`config.mk`:
```
export PLATFORM = sky130hd
export DESIGN_NAME = pmc_top
export DESIGN_NICKNAME = d
export VERILOG_FILES = /design/src/rtl/pmc_pkg.sv /design/src/rtl/pmc_link_if.sv /design/src/rtl/pmc_sync.sv /design/src/rtl/pmc_spi.sv /design/src/rtl/pmc_top.sv
export SDC_FILE = /design/constraint.sdc
export NUM_CORES = 1
export LEC_CHECK = 0
export BUFFER_PORTS_ARGS = -buffer_cell sky130_fd_sc_hd__buf_2
export CELL_PAD_IN_SITES_DETAIL_PLACEMENT = 2
export CELL_PAD_IN_SITES_GLOBAL_PLACEMENT = 2
export CORE_AREA = 4 4 254 132
export CTS_CLUSTER_DIAMETER = 60
export DETAILED_ROUTE_END_ITERATION = 6
export DIE_AREA = 0 0 258 136
export PLACE_DENSITY_LB_ADDON = 0.1
export SLEW_MARGIN = 20
export SYNTH_ARGS = -nofsm -noshare
export SYNTH_HDL_FRONTEND = slang
export SYNTH_SLANG_ARGS = --single-unit
```
`constraint.sdc`:
```
create_clock -name clk -period 11.6 [get_ports clk]
set_input_delay 0.58 -clock clk [delete_from_list [all_inputs] [get_ports clk]]
set_output_delay 0.58 -clock clk [all_outputs]
set_load 0.03 [all_outputs]
```
`src/rtl/pmc_pkg.sv`:
```
// Shared constants and types for the power-management control block
package pmc_pkg;

   // Register addresses (7-bit serial address space)
   localparam logic [6:0] ADDR_ID      = 7'h00;
   localparam logic [6:0] ADDR_ENABLE  = 7'h01;
   localparam logic [6:0] ADDR_INT     = 7'h0C;
   localparam logic [6:0] ADDR_MASK    = 7'h0D;
   localparam logic [6:0] ADDR_KEY     = 7'h10;
   localparam logic [6:0] ADDR_SYS     = 7'h11;
   localparam logic [6:0] ADDR_USER    = 7'h20;
   localparam logic [6:0] ADDR_PROT_LO = 7'h11;
   localparam logic [6:0] ADDR_PROT_HI = 7'h27;

   // Command byte layout
   localparam int CMD_WRITE_BIT = 7;

   // Enable register fields and reset
   localparam int         EN_MIRROR_BIT = 1;
   localparam int         EN_LED_BIT    = 0;
   localparam logic [1:0] ENABLE_RST    = 2'h3;

   // Other reset values
   localparam logic [5:0] MASK_RST = 6'h00;
   localparam logic [7:0] SYS_RST  = 8'h00;
   localparam logic [7:0] USER_RST = 8'h00;

   // Unlock key values and key register read-back
   localparam logic [7:0] KEY_FIRST  = 8'hBA;
   localparam logic [7:0] KEY_SECOND = 8'hBE;
   localparam logic [7:0] KEY_LOCKED = 8'h00;
   localparam logic [7:0] KEY_OPEN   = 8'h01;

   // Event flag positions in the interrupt flag and mask registers
   localparam int EV_BAT    = 0;
   localparam int EV_UNDERVOLTAGE_LOCKOUT_FLAG   = 1;
   localparam int EV_MIRROR = 2;
   localparam int EV_AUX    = 3;
   localparam int EV_OVP    = 4;
   localparam int EV_TSD    = 5;
   localparam int NUM_EV    = 6;

   // Timing: re-assertion of a persisting interrupt, longest time rounds down
   localparam int CLK_NS      = 100;
   localparam int PERSIST_NS  = 32000;
   localparam int PERSIST_CYC = PERSIST_NS / CLK_NS;

   // Operating modes, Gray coded along off, standby, supplies, full run
   typedef enum logic [2:0] {
      MODE_OFF      = 3'b000,
      MODE_STANDBY  = 3'b001,
      MODE_SUPPLIES = 3'b011,
      MODE_FULL     = 3'b010,
      MODE_RESET    = 3'b100
   } pmc_mode_t;

endpackage

```
`src/rtl/pmc_link_if.sv`:
```
// Byte hand-off between the serial engine and the register core
`timescale 1ns/1ps
interface pmc_link_if;
   logic       byte_done;
   logic       first;
   logic [7:0] rx_byte;
   logic [7:0] tx_byte;

   modport engine (output byte_done, output first, output rx_byte, input tx_byte);
   modport core   (input byte_done, input first, input rx_byte, output tx_byte);
endinterface

```
`src/rtl/pmc_sync.sv`:
```
// Three-stage input synchroniser with agreement filter
`timescale 1ns/1ps
module pmc_sync #(
   parameter int               WIDTH   = 1,
   parameter logic [WIDTH-1:0] RST_VAL = '0
) (
   // Clock and reset
   input  wire logic             clk,
   input  wire logic             rst,
   // Data
   input  wire logic [WIDTH-1:0] din,
   output logic      [WIDTH-1:0] dout
);
   logic [WIDTH-1:0] st1;
   logic [WIDTH-1:0] st2;
   logic [WIDTH-1:0] st3;

   // A change is taken only when stages two and three agree
   always_ff @(posedge clk or posedge rst) begin
      if (rst) begin
         st1  <= RST_VAL;
         st2  <= RST_VAL;
         st3  <= RST_VAL;
         dout <= RST_VAL;
      end else begin
         st1 <= din;
         st2 <= st1;
         st3 <= st2;
         for (int i = 0; i < WIDTH; i++) begin
            if (st2[i] == st3[i]) begin
               dout[i] <= st3[i];
            end
         end
      end
   end
endmodule // pmc_sync

```
`src/rtl/pmc_spi.sv`:
```
// Serial port engine: oversampled clock, byte assembly and read shifter
`timescale 1ns/1ps
module pmc_spi (
   // Clock and reset
   input  wire logic  clk,
   input  wire logic  rst,
   // Synchronised serial pins
   input  wire logic  sclk_s,
   input  wire logic  csn_s,
   input  wire logic  din_s,
   // Byte link to the core
   pmc_link_if.engine lk,
   // Serial output pin
   output logic       spi_dout,
   output logic       spi_dout_oe
);
   logic       sclk_d;
   logic [2:0] bit_cnt;
   logic [7:0] rx_sh;
   logic [7:0] tx_sh;

   wire rise      = sclk_s & ~sclk_d & ~csn_s;
   wire fall      = ~sclk_s & sclk_d & ~csn_s;
   wire rise_last = rise & (bit_cnt == 3'h7);

   always_ff @(posedge clk or posedge rst) begin
      if (rst) begin
         sclk_d       <= 1'b0;
         bit_cnt      <= 3'h0;
         rx_sh        <= 8'h00;
         lk.byte_done <= 1'b0;
         lk.rx_byte   <= 8'h00;
      end else begin
         sclk_d       <= sclk_s;
         lk.byte_done <= rise_last;
         if (csn_s) begin
            bit_cnt <= 3'h0;
         end else if (rise) begin
            bit_cnt <= 3'(bit_cnt + 3'h1);
            rx_sh   <= {rx_sh[6:0], din_s};
         end
         if (rise_last) begin
            lk.rx_byte <= {rx_sh[6:0], din_s};
         end
      end
   end

   // Cleared once the command byte has been handed over
   always_ff @(posedge clk or posedge rst) begin
      if (rst) begin
         lk.first <= 1'b1;
      end else if (csn_s) begin
         lk.first <= 1'b1;
      end else if (lk.byte_done) begin
         lk.first <= 1'b0;
      end
   end

   // Output changes on falling edges; a new byte loads after each boundary
   always_ff @(posedge clk or posedge rst) begin
      if (rst) begin
         spi_dout    <= 1'b0;
         spi_dout_oe <= 1'b0;
         tx_sh       <= 8'h00;
      end else begin
         spi_dout_oe <= ~csn_s;
         if (fall && bit_cnt == 3'h0) begin
            spi_dout <= lk.tx_byte[7];
            tx_sh    <= {lk.tx_byte[6:0], 1'b0};
         end else if (fall) begin
            spi_dout <= tx_sh[7];
            tx_sh    <= {tx_sh[6:0], 1'b0};
         end
      end
   end
endmodule // pmc_spi

```
`src/rtl/pmc_top.sv`:
```
// Power-management control core: serial registers, faults, interrupt, modes
`timescale 1ns/1ps
module pmc_top #(
   parameter logic [7:0] CHIP_ID        = 8'h5A, // Arbitrary identification value
   parameter int         PERSIST_CYCLES = pmc_pkg::PERSIST_CYC
) (
   // Clock and reset
   input  wire logic clk,
   input  wire logic rst,
   // Serial port
   input  wire logic spi_clk,
   input  wire logic chip_select_n,
   input  wire logic spi_din,
   output logic      spi_dout,
   output logic      spi_dout_oe,
   // Power-on pin and monitor comparators
   input  wire logic power_on_request_pin,
   input  wire logic battery_low_cmp,
   input  wire logic undervoltage_cmp,
   input  wire logic input_recovered,
   input  wire logic mirror_reg_fault,
   input  wire logic aux_power_good,
   input  wire logic led_overvoltage_cmp,
   input  wire logic thermal_shutdown_cmp,
   // Open-drain interrupt
   output logic      interrupt_out_n_o,
   output logic      interrupt_out_n_oe,
   // Power control
   output logic      system_reset_out_n,
   output logic      power_enable_out,
   output logic      mirror_supply_on,
   output logic      led_rail_on,
   output logic      strobe_decoder_on
);
   localparam int NIN      = 11;
   localparam int PCW      = $clog2(PERSIST_CYCLES + 1);
   localparam int PERSIST_A = PERSIST_CYCLES + 2;
   // Idle levels: deselected and power good, so no false event follows reset
   localparam logic [NIN-1:0] SYNC_RST = 11'h104;

   // Input synchronisation
   logic [NIN-1:0] raw;
   logic [NIN-1:0] lvl;
   assign raw = {thermal_shutdown_cmp, led_overvoltage_cmp, aux_power_good, mirror_reg_fault,
                 input_recovered, undervoltage_cmp, battery_low_cmp, power_on_request_pin,
                 chip_select_n, spi_din, spi_clk};

   pmc_sync #(.WIDTH(NIN), .RST_VAL(SYNC_RST)) u_sync (
      .clk  (clk),
      .rst  (rst),
      .din  (raw),
      .dout (lvl)
   );

   wire sclk_s   = lvl[0];
   wire din_s    = lvl[1];
   wire csn_s    = lvl[2];
   wire pin_s    = lvl[3];
   wire bat_s    = lvl[4];
   wire undervoltage_lockout_flag_s   = lvl[5];
   wire recov_s  = lvl[6];
   wire mflt_s   = lvl[7];
   wire auxpg_s  = lvl[8];
   wire ovp_s    = lvl[9];
   wire tsd_s    = lvl[10];

   // Serial engine
   pmc_link_if lk ();

   pmc_spi u_spi (
      .clk         (clk),
      .rst         (rst),
      .sclk_s      (sclk_s),
      .csn_s       (csn_s),
      .din_s       (din_s),
      .lk          (lk.engine),
      .spi_dout    (spi_dout),
      .spi_dout_oe (spi_dout_oe)
   );

   // State
   pmc_pkg::pmc_mode_t mode;
   pmc_pkg::pmc_mode_t next_mode;
   logic [pmc_pkg::NUM_EV-1:0] cond_d;
   logic [pmc_pkg::NUM_EV-1:0] flags;
   logic [pmc_pkg::NUM_EV-1:0] mask;
   logic       mirror_en;
   logic       led_en;
   logic [6:0] ptr;
   logic       wr_mode;
   logic       int_pending;
   logic       key_armed;
   logic       unlocked;
   logic       released;
   logic [7:0] sys_reg;
   logic [7:0] user_mem [8];
   logic [PCW-1:0] pcnt;
   logic [7:0] rd_data;

   // Fault and event detection; each event is the rise of its condition
   wire [pmc_pkg::NUM_EV-1:0] cond = {tsd_s, ovp_s, ~auxpg_s, mflt_s, undervoltage_lockout_flag_s, bat_s};
   wire [pmc_pkg::NUM_EV-1:0] ev   = cond & ~cond_d;

   // Off and reset modes hold registers at default, except that reset mode clears mirror enable, and ignore the port
   wire in_off    = (mode == pmc_pkg::MODE_OFF);
   wire in_reset  = (mode == pmc_pkg::MODE_RESET);
   wire soft_clr  = in_off | in_reset;
   wire serial_ok = ~soft_clr;

   // Command and data byte decode
   wire       take      = lk.byte_done & serial_ok;
   wire       take_cmd  = take & lk.first;
   wire       take_data = take & ~lk.first;
   wire       cmd_write = lk.rx_byte[pmc_pkg::CMD_WRITE_BIT];
   wire [6:0] cmd_addr  = lk.rx_byte[6:0];
   wire       do_write  = take_data & wr_mode;
   wire       do_read   = (take_cmd & ~cmd_write) | (take_data & ~wr_mode);
   wire [6:0] rd_addr   = take_cmd ? cmd_addr : ptr;
   wire [6:0] next_ptr  = 7'(rd_addr + 7'h01);
   wire       prot      = (ptr >= pmc_pkg::ADDR_PROT_LO) && (ptr <= pmc_pkg::ADDR_PROT_HI);
   wire       wr_ok     = do_write & (~prot | unlocked);
   wire       wr_enable = wr_ok && ptr == pmc_pkg::ADDR_ENABLE;
   wire       wr_mask   = wr_ok && ptr == pmc_pkg::ADDR_MASK;
   wire       wr_key    = do_write && ptr == pmc_pkg::ADDR_KEY;
   wire       wr_sys    = wr_ok && ptr == pmc_pkg::ADDR_SYS;
   wire       wr_user   = wr_ok && ptr[6:3] == pmc_pkg::ADDR_USER[6:3];
   // Flag clear is committed only once the flag byte has fully shifted out
   wire       rd_clr    = int_pending & take_data;

   // Read selection
   always_comb begin
      case (rd_addr)
         pmc_pkg::ADDR_ID:     rd_data = CHIP_ID;
         pmc_pkg::ADDR_ENABLE: rd_data = {6'h00, mirror_en, led_en};
         pmc_pkg::ADDR_INT:    rd_data = {2'h0, flags};
         pmc_pkg::ADDR_MASK:   rd_data = {2'h0, mask};
         pmc_pkg::ADDR_KEY:    rd_data = unlocked ? pmc_pkg::KEY_OPEN : pmc_pkg::KEY_LOCKED;
         pmc_pkg::ADDR_SYS:    rd_data = sys_reg;
         default:              rd_data = (rd_addr[6:3] == pmc_pkg::ADDR_USER[6:3]) ?
                                         user_mem[rd_addr[2:0]] : 8'h00;
      endcase
   end

   // Flags: set wins over clear; a still-present condition keeps its flag
   wire [pmc_pkg::NUM_EV-1:0] next_flags =
      (((rd_clr | soft_clr) ? (flags & cond) : flags)) | ev;

   // Periodic re-fire tick for persisting faults
   wire tick = (pcnt == PCW'(PERSIST_CYCLES - 1));
   wire new_irq = |(ev & ~mask);
   wire next_released = (released | rd_clr) & ~(new_irq | tick);
   wire next_irq = |(next_flags & ~mask) & ~next_released;

   // Mode selection
   always_comb begin
      if (!pin_s) begin
         next_mode = pmc_pkg::MODE_OFF;
      end else if (undervoltage_lockout_flag_s) begin
         next_mode = pmc_pkg::MODE_RESET;
      end else if (!mirror_en || tsd_s || mflt_s || !recov_s) begin
         next_mode = pmc_pkg::MODE_STANDBY;
      end else if (led_en) begin
         next_mode = pmc_pkg::MODE_FULL;
      end else begin
         next_mode = pmc_pkg::MODE_SUPPLIES;
      end
   end

   wire rails_up = (next_mode == pmc_pkg::MODE_SUPPLIES) || (next_mode == pmc_pkg::MODE_FULL);
   // LED rail drops on aux power-good loss and comes back on its own
   wire led_up = (next_mode == pmc_pkg::MODE_FULL) && auxpg_s;

   always_ff @(posedge clk or posedge rst) begin
      if (rst) begin
         mode   <= pmc_pkg::MODE_OFF;
         cond_d <= '0;
         flags  <= '0;
         pcnt   <= '0;
      end else begin
         mode   <= next_mode;
         cond_d <= cond;
         flags  <= next_flags;
         pcnt   <= tick ? '0 : PCW'(pcnt + 1'b1);
      end
   end

   // Power outputs and interrupt pin, all registered
   always_ff @(posedge clk or posedge rst) begin
      if (rst) begin
         released           <= 1'b0;
         interrupt_out_n_o  <= 1'b0;
         interrupt_out_n_oe <= 1'b0;
         system_reset_out_n <= 1'b0;
         power_enable_out   <= 1'b0;
         mirror_supply_on   <= 1'b0;
         led_rail_on        <= 1'b0;
         strobe_decoder_on  <= 1'b0;
      end else begin
         released           <= next_released;
         interrupt_out_n_o  <= 1'b0;
         interrupt_out_n_oe <= next_irq;
         system_reset_out_n <= ~(next_mode == pmc_pkg::MODE_OFF || next_mode == pmc_pkg::MODE_RESET);
         power_enable_out   <= ~(next_mode == pmc_pkg::MODE_OFF || next_mode == pmc_pkg::MODE_RESET);
         mirror_supply_on   <= rails_up;
         led_rail_on        <= led_up;
         strobe_decoder_on  <= led_up;
      end
   end

   // Enable register; the mirror bit can be cleared by writes but only set by a pin toggle
   always_ff @(posedge clk or posedge rst) begin
      if (rst) begin
         mirror_en <= pmc_pkg::ENABLE_RST[pmc_pkg::EN_MIRROR_BIT];
         led_en    <= pmc_pkg::ENABLE_RST[pmc_pkg::EN_LED_BIT];
      end else if (in_off) begin
         mirror_en <= pmc_pkg::ENABLE_RST[pmc_pkg::EN_MIRROR_BIT];
         led_en    <= pmc_pkg::ENABLE_RST[pmc_pkg::EN_LED_BIT];
      end else if (in_reset || ev[pmc_pkg::EV_UNDERVOLTAGE_LOCKOUT_FLAG] || ev[pmc_pkg::EV_MIRROR]) begin
         mirror_en <= 1'b0;
         led_en    <= in_reset ? pmc_pkg::ENABLE_RST[pmc_pkg::EN_LED_BIT] : led_en;
      end else if (wr_enable) begin
         mirror_en <= mirror_en & lk.rx_byte[pmc_pkg::EN_MIRROR_BIT];
         led_en    <= lk.rx_byte[pmc_pkg::EN_LED_BIT];
      end
   end

   // Serial pointer, direction and flag-read bookkeeping
   always_ff @(posedge clk or posedge rst) begin
      if (rst) begin
         ptr         <= 7'h00;
         wr_mode     <= 1'b0;
         int_pending <= 1'b0;
         lk.tx_byte  <= 8'h00;
      end else begin
         if (take_cmd) begin
            wr_mode <= cmd_write;
            ptr     <= cmd_write ? cmd_addr : next_ptr;
         end else if (take_data) begin
            ptr     <= next_ptr;
         end
         if (do_read) begin
            lk.tx_byte <= rd_data;
         end
         if (csn_s || do_read || take_data) begin
            int_pending <= do_read && rd_addr == pmc_pkg::ADDR_INT;
         end
      end
   end

   // Key sequence; any data byte between the two key writes disarms it
   always_ff @(posedge clk or posedge rst) begin
      if (rst) begin
         key_armed <= 1'b0;
         unlocked  <= 1'b0;
      end else if (soft_clr) begin
         key_armed <= 1'b0;
         unlocked  <= 1'b0;
      end else begin
         if (take_data) begin
            key_armed <= wr_key && lk.rx_byte == pmc_pkg::KEY_FIRST;
         end
         if (wr_key) begin
            unlocked <= (key_armed && lk.rx_byte == pmc_pkg::KEY_SECOND) ||
                        (unlocked && lk.rx_byte == pmc_pkg::KEY_FIRST);
         end
      end
   end

   // Mask, system and user bytes; protected writes land only when unlocked
   always_ff @(posedge clk or posedge rst) begin
      if (rst) begin
         mask    <= pmc_pkg::MASK_RST;
         sys_reg <= pmc_pkg::SYS_RST;
         for (int i = 0; i < 8; i++) user_mem[i] <= pmc_pkg::USER_RST;
      end else if (soft_clr) begin
         mask    <= pmc_pkg::MASK_RST;
         sys_reg <= pmc_pkg::SYS_RST;
         for (int i = 0; i < 8; i++) user_mem[i] <= pmc_pkg::USER_RST;
      end else begin
         if (wr_mask) mask <= lk.rx_byte[pmc_pkg::NUM_EV-1:0];
         if (wr_sys) sys_reg <= lk.rx_byte;
         if (wr_user) user_mem[ptr[2:0]] <= lk.rx_byte;
      end
   end
endmodule // pmc_top

```
# Yosys cells after proc, flatten, opt, wreduce, memory -nomap -nowiden
# Cells that the tools add are included.
# word_totals
ff_bits,203
input_bits,13
output_inout_bits,9
wordCells,219
# op_classes
add_sub_neg,3
magnitude_cmp,5
eq_ne,31
muxes,44
bitwise_logic,43
n_reduce_logical,43
# op_table
cell,count
$mux W64,2
$bwmux W64,1
$mux W8,8
$pmux W8 S6,1
$eq A7 B5 Y1 const B,4
$mux W7,4
$and A6 B6 Y6,4
$bmux W8 S3,1
$demux W8 S3,1
$eq A7 B4 Y1 const B,3
$mux W6,3
$reduce_bool A2 Y1,9
$mux W1,17
$and A1 B1 Y1,16
$eq A8 B8 Y1 const B,2
$eq A7 B1 Y1 const B,2
$logic_and A1 B1 Y1,13
$mux W3,4
$not A1 Y1,12
$not A6 Y6,2
$reduce_or A6 Y1,2
$eq A1 B1 Y1,11
$logic_or A1 B1 Y1,10
$add A9 B1 Y9 const B,1
other kinds (21),36

# Longest topological paths before layout
# Gate-level depths: netlist of run 1.
# logic_depth
depth_word,12
mapped_depth,12
depth_no_buf,9

# By module
# A second synthesis of run 1 with hierarchy kept.
# unflattened
hier_cells,838
area_unflattened_um2,9297.7
# modules_own_cells
mod,n_inst,cells_per_inst,area_per_inst_um2,seq_area_each_um2
pmc_top,1,689,6764.0,3205.6
pmc_spi,1,93,1295.0,752.0
pmc_sync,1,56,1238.7,1111.1

# Worst setup path after synthesis of run 1
# Ideal clock, no wire load.
# synth_path
kind,register to register
from,reg u_spi.lk.first
to,reg lk.tx_byte[2]
setup_ns,0.065
arrival_time_ns,2.486
required_ns,11.535
slack_ns,9.050
path_stages_with_launch,13
n_path_buf,3
synth_period_minus_slack_ns,2.550
cell_sequence,dfstp_2 > clkbuf_2 > o211a_1 > buf_6 > mux2_4 > inv_2 > buf_4 > ha_1 > inv_1 > a211oi_2 > a222oi_1 > o21ai_0 > mux2_2
# synth_between
elab_chain_len,8
elab_cells_between_ends,20
cone_classes,eq/ne (6); mux (6); bitwise (7); reduce/logical (1)
# synth_lines
element,line_no,source
start: declaration,pmc_link_if.sv:9,"modport engine (output byte_done, output first, output rx_byte, input tx_byte);"
start signal: assignment,pmc_spi.sv:51,lk.first <= 1'b1;
start signal: assignment,pmc_spi.sv:53,lk.first <= 1'b1;
start signal: assignment,pmc_spi.sv:55,lk.first <= 1'b0;
$and A1 B1 Y1,pmc_top.sv:112,wire take_cmd = take & lk.first;
$mux W7,pmc_top.sv:118,wire [6:0] rd_addr = take_cmd ? cmd_addr : ptr;
$not A3 Y4 (not written as such),pmc_top.sv:140,user_mem[rd_addr[2:0]] : 8'h00;
$bmux W8 S3,pmc_top.sv:140,
$mux W8 (not written as such) (2 in series),pmc_top.sv:140,
$mux W8,pmc_top.sv:139,default: rd_data = (rd_addr[6:3] == pmc_pkg::ADDR_USER[6:3]) ?
$pmux W8 S6,pmc_top.sv:132,case (rd_addr)
end signal: assignment,pmc_top.sv:242,lk.tx_byte <= rd_data;
end: declaration,pmc_link_if.sv:7,logic [7:0] tx_byte;
# Several ways; a longest one is shown, not always the timed one. The select of a mux whose other input is x is not followed.
# A chain may end at the register's enable or synchronous reset.

# Worst setup path after layout of run 1
# Ends and elaborated chain as after synthesis.

==> run summary, run 1 <==
The combined buffer and inverter count along the critical path is 2. The netlist area before placement is 0.009258 mm2. Entering global routing, the biggest net connects 131 pins.

The worst hold path cell count came out at 1. The region available for standard cell placement spans 0.03125 mm2. The clock latency on the worst-skew pair came out at 0.53 ns. The iteration-0 DRC count of the detailed router is 554.

In the post-synthesis netlist, the biggest area contributors are dfrtp_1, mux2i_1, nand2_1. The area growth from synthesis to layout is 14.52%. Detailed placement ended at an HPWL of 23300 um. The sum of overflow across all layers after global routing came out at 0.

The maximum fanout encountered on the critical timing path is 20. IR analysis of the VDD net gives a maximum drop of 0.09207 mV. For the worst setup path, the data required time is 12.07 ns.

The CTS clock-pin slew for the worst setup and hold paths came out at 0.07 ns. The number of buffers added for setup after CTS is 0. Summed over all instances, the cell type with the most area after synthesis is dfrtp_1. The worst slew margin relative to its limit came out at 0.3398.

The slowest stage of the critical path is the dfstp_2 cell. The total global routing track utilization is 0.1941. The level count of the clock H-tree is 1. The number of flops mapped to enable cells by yosys came out at 0. The number of placed instances, taps included, is 1307.

The design draws 0.001668 W. The wire length of the first global-routing pass is 51510 um. Leaving out fill and tap cells, the most frequent cells in the layout are dfrtp_1, nand2_1, nor2_1.

Setup repair after global routing left no endpoint under its margin. The die height is 136 um. The static power due to leakage came out at 4.200 nW. user_mem holds more flip-flops than any other register.

The total power per unit cell area is 157.4 mW/mm2. Once the clock tree was built, the resizer swapped 0 gates to a different size. The number of antenna violations at the first check in global routing is 0. Walking the worst path, the cells encountered are o211a_1 -> mux2_4 -> inv_2 -> ha_1 -> inv_1 -> a211oi_2 -> a222oi_1 -> o21ai_0 -> mux2_2. The kind of cell with the highest combined delay along the critical path is compound AO/OA/AOI/OAI gates. The critical path crosses 9 cells after its start point.

The count of hold-fix buffers inserted at cts is 0. For this run, the detailed router's first-pass iteration total came to 5. The fraction of layout cells with a size suffix above 1 came out at 0.1333. The via count of the first global-routing pass is 7692.

The data arrival time at the worst-slack endpoint is 4.17 ns. The share of total power dissipated in sequential elements is 0.466. The flow ran to the end, and the final reports show no timing, DRC or antenna violations. Of the post-synthesis cell area, the dominant cell type holds 0.5163. The most used flip-flop cell after synthesis is dfrtp_1. The gate count after technology mapping came out at 895.

The cell internal power dissipation is 0.001261 W. The routed design has 33510 um of wire. The proportion of register bits with asynchronous set or reset after synthesis is 1.000. Of the total power, the share spent switching nets is 0.2444. The type of the worst setup path is reg -> reg.

Dividing the detail-routed wire length by the instance count gives 24.88 um. The area enclosed by the die boundary is 0.03509 mm2. The total vias in the final route is 7169. Once layout is done, the placed cells without fillers occupy 0.01060 mm2. During synthesis, Yosys emitted a total of 0 warnings. On the final layout, the worst hold slack is 0.1513 ns. The worst setup path is captured at a register. The number of synthesized register bits came out at 202. The number of hold violations in the final report came out at 0. On the final layout, the worst clock skew is 0.009553 ns. The count of cell types in the netlist came out at 75. The register with the most flip-flops in the layout has 64 of them.

The number of buffers created by CTS came out at 22. For this run, the register share of the synthesized area comes to 0.5475. The site row count is 46.

The summed negative setup slack over all endpoints came out at 0 ns. The boundary pin count came out at 22. The slew of the pin with the lowest slew margin came out at 0.9904 ns. The worst hold path belongs to the class in -> reg.

The depth of the worst register-to-register path came out at 9. Leaving out filler cells and counting taps, the final layout contains 1347. The average via count per standard cell came out at 5.322. The floorplan die width is 258 um. The cell sitting at the root of the clock tree is a clkbuf_16. The number of diodes added for antenna fixing came out at 0. The initial utilization of the core area, before any placement, comes to 0.2962. The achievable clock frequency came out at 269.9 MHz. The final max-slew violation count is 0. Summing all placed instances gives a cell area of 0.009787 mm2. The final critical-path required period came out at 3.704 ns.

The clock net in this run drives a total of 202 sinks. The count of maximum capacitance violations came out at 0. TritonCTS built the clock tree. The switching power came out at 0.0004077 W.

The maximum count of clock buffers along a single path came out at 3. The share of power burned in combinational logic is 0.060. The final net count is 917.

The critical path's largest stage delay is 0.73 ns. In the routed design, unresolved DRC markers number 0. The worst setup path is launched from a register.

The fraction of power consumed by the clock network came out at 0.474. The routability congestion estimate from global placement came out at 0.8125. The share of the clock period used by the worst path is 0.3193. The total of buffers placed on input and output ports is 20. The total of endpoints with negative setup slack in the final report came out at 0. The remaining antenna violation count is 0. The synthesized net count came out at 913. The post-synthesis average cell area came out at 10.34 um2. The library cell used most frequently in the layout, excluding fill and tap cells, is dfrtp_1.
area by class of cell:
class	count	area [um2]
fillers	3379	20650
inverters	22	90.09
repair buffers	35	216.5
well taps	432	540.5
multi-input cells	616	3875
clock inverters	9	166.4
clock buffers	31	644.4
flip-flops and latches	202	5069
layer usage:
layer | global-route usage | vias up | share of wire
met5 | 0 | - | 0
met4 | 0.03310 | 0 | 0.013
met3 | 0.03760 | 36 | 0.048
met2 | 0.2643 | 129 | 0.39
met1 | 0.3154 | 3848 | 0.55
li1 | - | 3156 | -
through the flow:
step                worst slack (ns)    util
finish                         7.896  0.3392
global route                   7.609  0.3392
CTS                            7.968  0.3391
detailed placement             7.994  0.3132
global placement               8.138  0.3130
floorplan                      5.527       -
power groups by stage:
stage	Sequential (W)	Combinational (W)	Clock, W
floorplan	0.000781	0.0000701	0
global placement	0.000787	0.0000964	0
detailed placement	0.000790	0.000102	0
CTS	0.000778	0.000102	0.000818
global route	0.000783	0.000112	0.000848
finish	0.000778	0.0000996	0.000791
kinds of logic after synthesis:
| logic type | count (synthesis) | synth area share |
|---|---|---|
| DFF | 202 | 0.5475 |
| buffers and inverters | 77 | 0.03595 |
| adders and majority gates | 16 | 0.01865 |
| AOI/OAI and AO/OA | 178 | 0.1235 |
| and+or+nand+nor | 319 | 0.1599 |
| xor gates and xnor gates | 7 | 0.006623 |
| muxes | 95 | 0.1074 |
| other | 1 | 0.0004051 |
synthesized netlist by cell type, types with 6 or more instances:
| master | number |
|---|---|
| nand3_1 | 17 |
| nand2b_1 | 12 |
| mux2i_1 | 68 |
| o21ai_0 | 28 |
| nor2b_1 | 10 |
| nand2_1 | 136 |
| mux2_2 | 21 |
| clkbuf_1 | 38 |
| a21oi_1 | 77 |
| nand4_1 | 6 |
| or4_1 | 7 |
| nor3_1 | 10 |
| inv_1 | 20 |
| dfrtp_1 | 191 |
| dfstp_2 | 11 |
| nor2_1 | 81 |
| nor4_1 | 8 |
| maj3_1 | 11 |
| o211ai_1 | 10 |
worst reg2reg max path: stages, from the launching register on:
cell	delay [ns]
dfstp_2	0.73
o211a_1	0.71
mux2_4	0.49
inv_2	0.36
ha_1	0.28
inv_1	0.07
a211oi_2	0.50
a222oi_1	0.21
o21ai_0	0.12
mux2_2	0.17
final timing paths:
| check | from | end | slack, ns |
|---|---|---|---|
| worst max-delay path | u_spi.lk.first | lk.tx_byte[2] | 7.90 |
| worst min-delay path | spi_din | u_sync.st1[1] | 0.15 |
| worst max register to register | u_spi.lk.first | lk.tx_byte[2] | 7.90 |
| worst min register to register | u_sync.st1[10] | u_sync.st2[10] | 0.35 |
| max in group asynchronous | rst | user_mem[31] | 10.10 |
| min in group asynchronous | rst | u_spi.spi_dout_oe | 0.17 |
Note: power is estimated with default switching activity, not from simulation.
==> run 2: changes to the inputs <==
==> constraint.sdc (replaced) <==
create_clock -name clk -period 3.8 [get_ports clk]
set_input_delay 0.19 -clock clk [delete_from_list [all_inputs] [get_ports clk]]
set_output_delay 0.19 -clock clk [all_outputs]
set_load 0.03 [all_outputs]
==> run 2 against run 1 <==
Net effect: non-clock buffer count is 19 higher; critical path depth did not move; clock power increased to 3.0 times the previous value; power rose to 3.1 times the previous value; critical path type unchanged.
==> run summary, run 2 (synthesis results as in run 1) <==
The run finished with clean final reports. The worst voltage drop across the vdd grid was 0.2756 mV (+200%). The count of unresolved DRC violations after routing is 0 (unchanged).

The total of buffers placed on input and output ports came to 20 (unchanged). The worst setup path is captured at a register. The cell internal power dissipation is 0.003866 W (+210%). The number of flip-flops under the largest register name came out at 64 (unchanged). The number of clock sinks came out at 202 (unchanged). The routed wire length per instance came to 23.92 um (-3.9%). The effective utilization at floorplan is 0.2962 (unchanged). The final setup skew came out at 0.01430 ns (+0.004744 ns).

The area enclosed by the die boundary is 0.03509 mm2 (unchanged). The worst slew margin relative to its limit was 0.2892 (-0.05058). The type of the worst setup path is reg -> reg. The switching part of the total power came to 0.2408 (-0.003629). The post-DP HPWL came out at 23050 um (-1.1%).

The remaining antenna violation count came to 0 (unchanged). The floorplan die width is 258 um (unchanged). The critical path's largest stage delay was 0.73 ns (about the same). The total placed instance area is 0.009849 mm2 (+0.64%). TritonCTS built the clock tree.

Setup repair after global routing left no endpoint under its margin. CTS placed an instance of clkbuf_16 at the clock tree root. The number of buffers created by CTS came out at 21 (-4.5%).

The final max-slew violation count came out at 0 (unchanged). The total iterations of the first detailed-routing run came out at 4 (-1). The die height came out at 136 um (unchanged). The static power due to leakage is 4.275 nW (+1.8%). The path class of the tightest hold or removal check is in -> reg.

The boundary pin count came out at 22 (unchanged). The slew of the pin with the lowest slew margin is 1.058 ns (+0.06773 ns). The final wirelength is 32620 um (-2.7%). The iteration-0 DRC count of the detailed router is 503 (-9.2%). The multi-input combinational cell area came out at 0.003869 mm2 (-0.16%). The sequential cell fraction of total power is 0.466 (about the same). The worst setup margin is 0.5903 ns (-7.305 ns). The placeable core region came out at 0.03125 mm2 (unchanged). The data arrival time at the worst-slack endpoint came out at 3.67 ns (-0.50 ns).

The summed negative setup slack over all endpoints came to 0 ns (unchanged). The kind of cell with the highest combined delay along the critical path is compound AO/OA/AOI/OAI gates. The via count of the first global-routing pass was 7635 (-0.74%). The final design instance area without fill was 0.01076 mm2 (+1.5%).

The CTS clock-pin slew for the worst setup and hold paths came out at 0.07 ns (about the same). The sequential cell area came out at 0.005069 mm2 (unchanged). The average via count per standard cell is 5.274 (-0.90%). The site row count came out at 46 (unchanged). The number of hold violations in the final report came to 0 (unchanged). Traced cell by cell, the critical path runs through o211a_1 -> mux2_4 -> inv_2 -> ha_1 -> inv_1 -> a211oi_2 -> a222oi_1 -> o21ai_0 -> mux2_2.

The type of element launching the critical path is a register. The total power per unit cell area came to 473.2 mW/mm2 (+200%). The switching power is 0.001226 W (+200%).

The number of diodes added for antenna fixing is 0 (unchanged). The fraction of layout cells with a size suffix above 1 is 0.1352 (+0.001860). The count of maximum capacitance violations was 0 (unchanged). The fraction of power consumed by the clock network came to 0.472 (-0.002).

The endpoint required time on the critical path is 4.26 ns (-7.81 ns). The area added between synthesis and finish is 16.23%. Leaving out fill and tap cells, the most frequent cell in the layout is dfrtp_1. The maximum fanout encountered on the critical timing path is 17 (-15%).

The maximum count of clock buffers along a single path is 3 (unchanged). In the layout the commonest cells are dfrtp_1, nand2_1, nor2_1. The total vias in the final route is 7194 (+0.35%).

The minimum setup slack after placement is 0.6466 ns (-7.347 ns). The combined buffer and inverter count along the critical path is 2 (unchanged). The total global routing track utilization is 0.1908 (-0.003253). The final critical-path required period is 3.210 ns (-0.4948 ns). The achievable clock frequency is 311.6 MHz (+15%). The slowest cell on the critical path is dfstp_2.

The routability congestion estimate from global placement is 0.8079 (-0.57%). The share of the clock period used by the worst path came out at 0.8446 (+0.5253). The post-cts repair resize count is 0 (unchanged). The post-layout total power is 0.005092 W (+210%). The clock latency on the worst-skew pair came out at 0.53 ns (about the same). The register with the most flip-flops is user_mem. The share of power burned in combinational logic is 0.062 (+0.002). The total of endpoints with negative setup slack in the final report is 0 (unchanged). The pin count of the biggest net entering global routing came out at 111 (-15%).

The final net count was 935 (+2.0%). The wire length of the first global-routing pass came out at 50920 um (-1.1%). The number of antenna violations at the first check in global routing is 3 (+3).

The count of filler cells inserted in the layout came out at 3347 (-0.95%). The sum of overflow across all layers after global routing came out at 0 (unchanged). The level count of the clock H-tree is 1 (unchanged).
## run 2: changes by cell type in the layout (fill, tap and decap cells not counted), moves of 2 or more
cell	delta
buf_12	+2
clkbuf_8	-4
buf_4	+6
bufinv_16	+2
dlygate4sd3_1	+12
clkinv_2	+2
## run 2: power by group through the flow
stage          clock network [W]  registers (W)  logic (W)
2_1_floorplan                  0        0.00238   0.000214
3_3_place_gp                   0        0.00240   0.000294
3_5_place_dp                   0        0.00242   0.000314
4_1_cts                  0.00248        0.00238   0.000325
5_1_grt                  0.00258        0.00239   0.000357
6_report                 0.00240        0.00237   0.000315
## run 2: area by class of cell
type                            count  area share
Timing Repair Buffer               54     0.03814
Multi-Input combinational cell    616      0.3595
Inverter                           22    0.008023
Tap cell                          432     0.05023
Clock inverter                     12     0.02058
Sequential cell                   202      0.4710
Clock buffer                       26     0.05244
## run 2: stage by stage
step	hold slack (ns)	std cells	util
floorplan	0.1945	895	-
global placement	0.2948	1314	0.3152
detailed placement	0.2980	1314	0.3152
CTS	0.2763	1364	0.3441
global route	0.2956	1364	0.3443
finish	0.3123	1364	0.3443
## run 2: what timing repair did
item	in CTS	in global routing
hold buffers	12	0
setup buffers	0	0
hold endpoints to repair	37	0
## run 2: worst paths after layout
path / from / end / slack (ns) / cells after the start
min in group asynchronous: rst / u_spi.spi_dout_oe / 0.34 / 3
max reg2reg: u_spi.lk.first / lk.tx_byte[5] / 0.59 / 9
min: spi_din / u_sync.st1[1] / 0.31 / 2
max: u_spi.lk.first / lk.tx_byte[5] / 0.59 / 9
max in group asynchronous: rst / pcnt[5] / 2.42 / 4
min reg2reg: u_sync.st1[5] / u_sync.st2[5] / 0.35 / 0
## run 2: layer usage
metal  share of wire  vias to the layer above  track usage
met5               0                        -            0
li1                -                     3196            -
met3           0.047                       29      0.03164
met1            0.56                     3846       0.3186
met4           0.012                        0      0.03039
met2            0.38                      123       0.2544
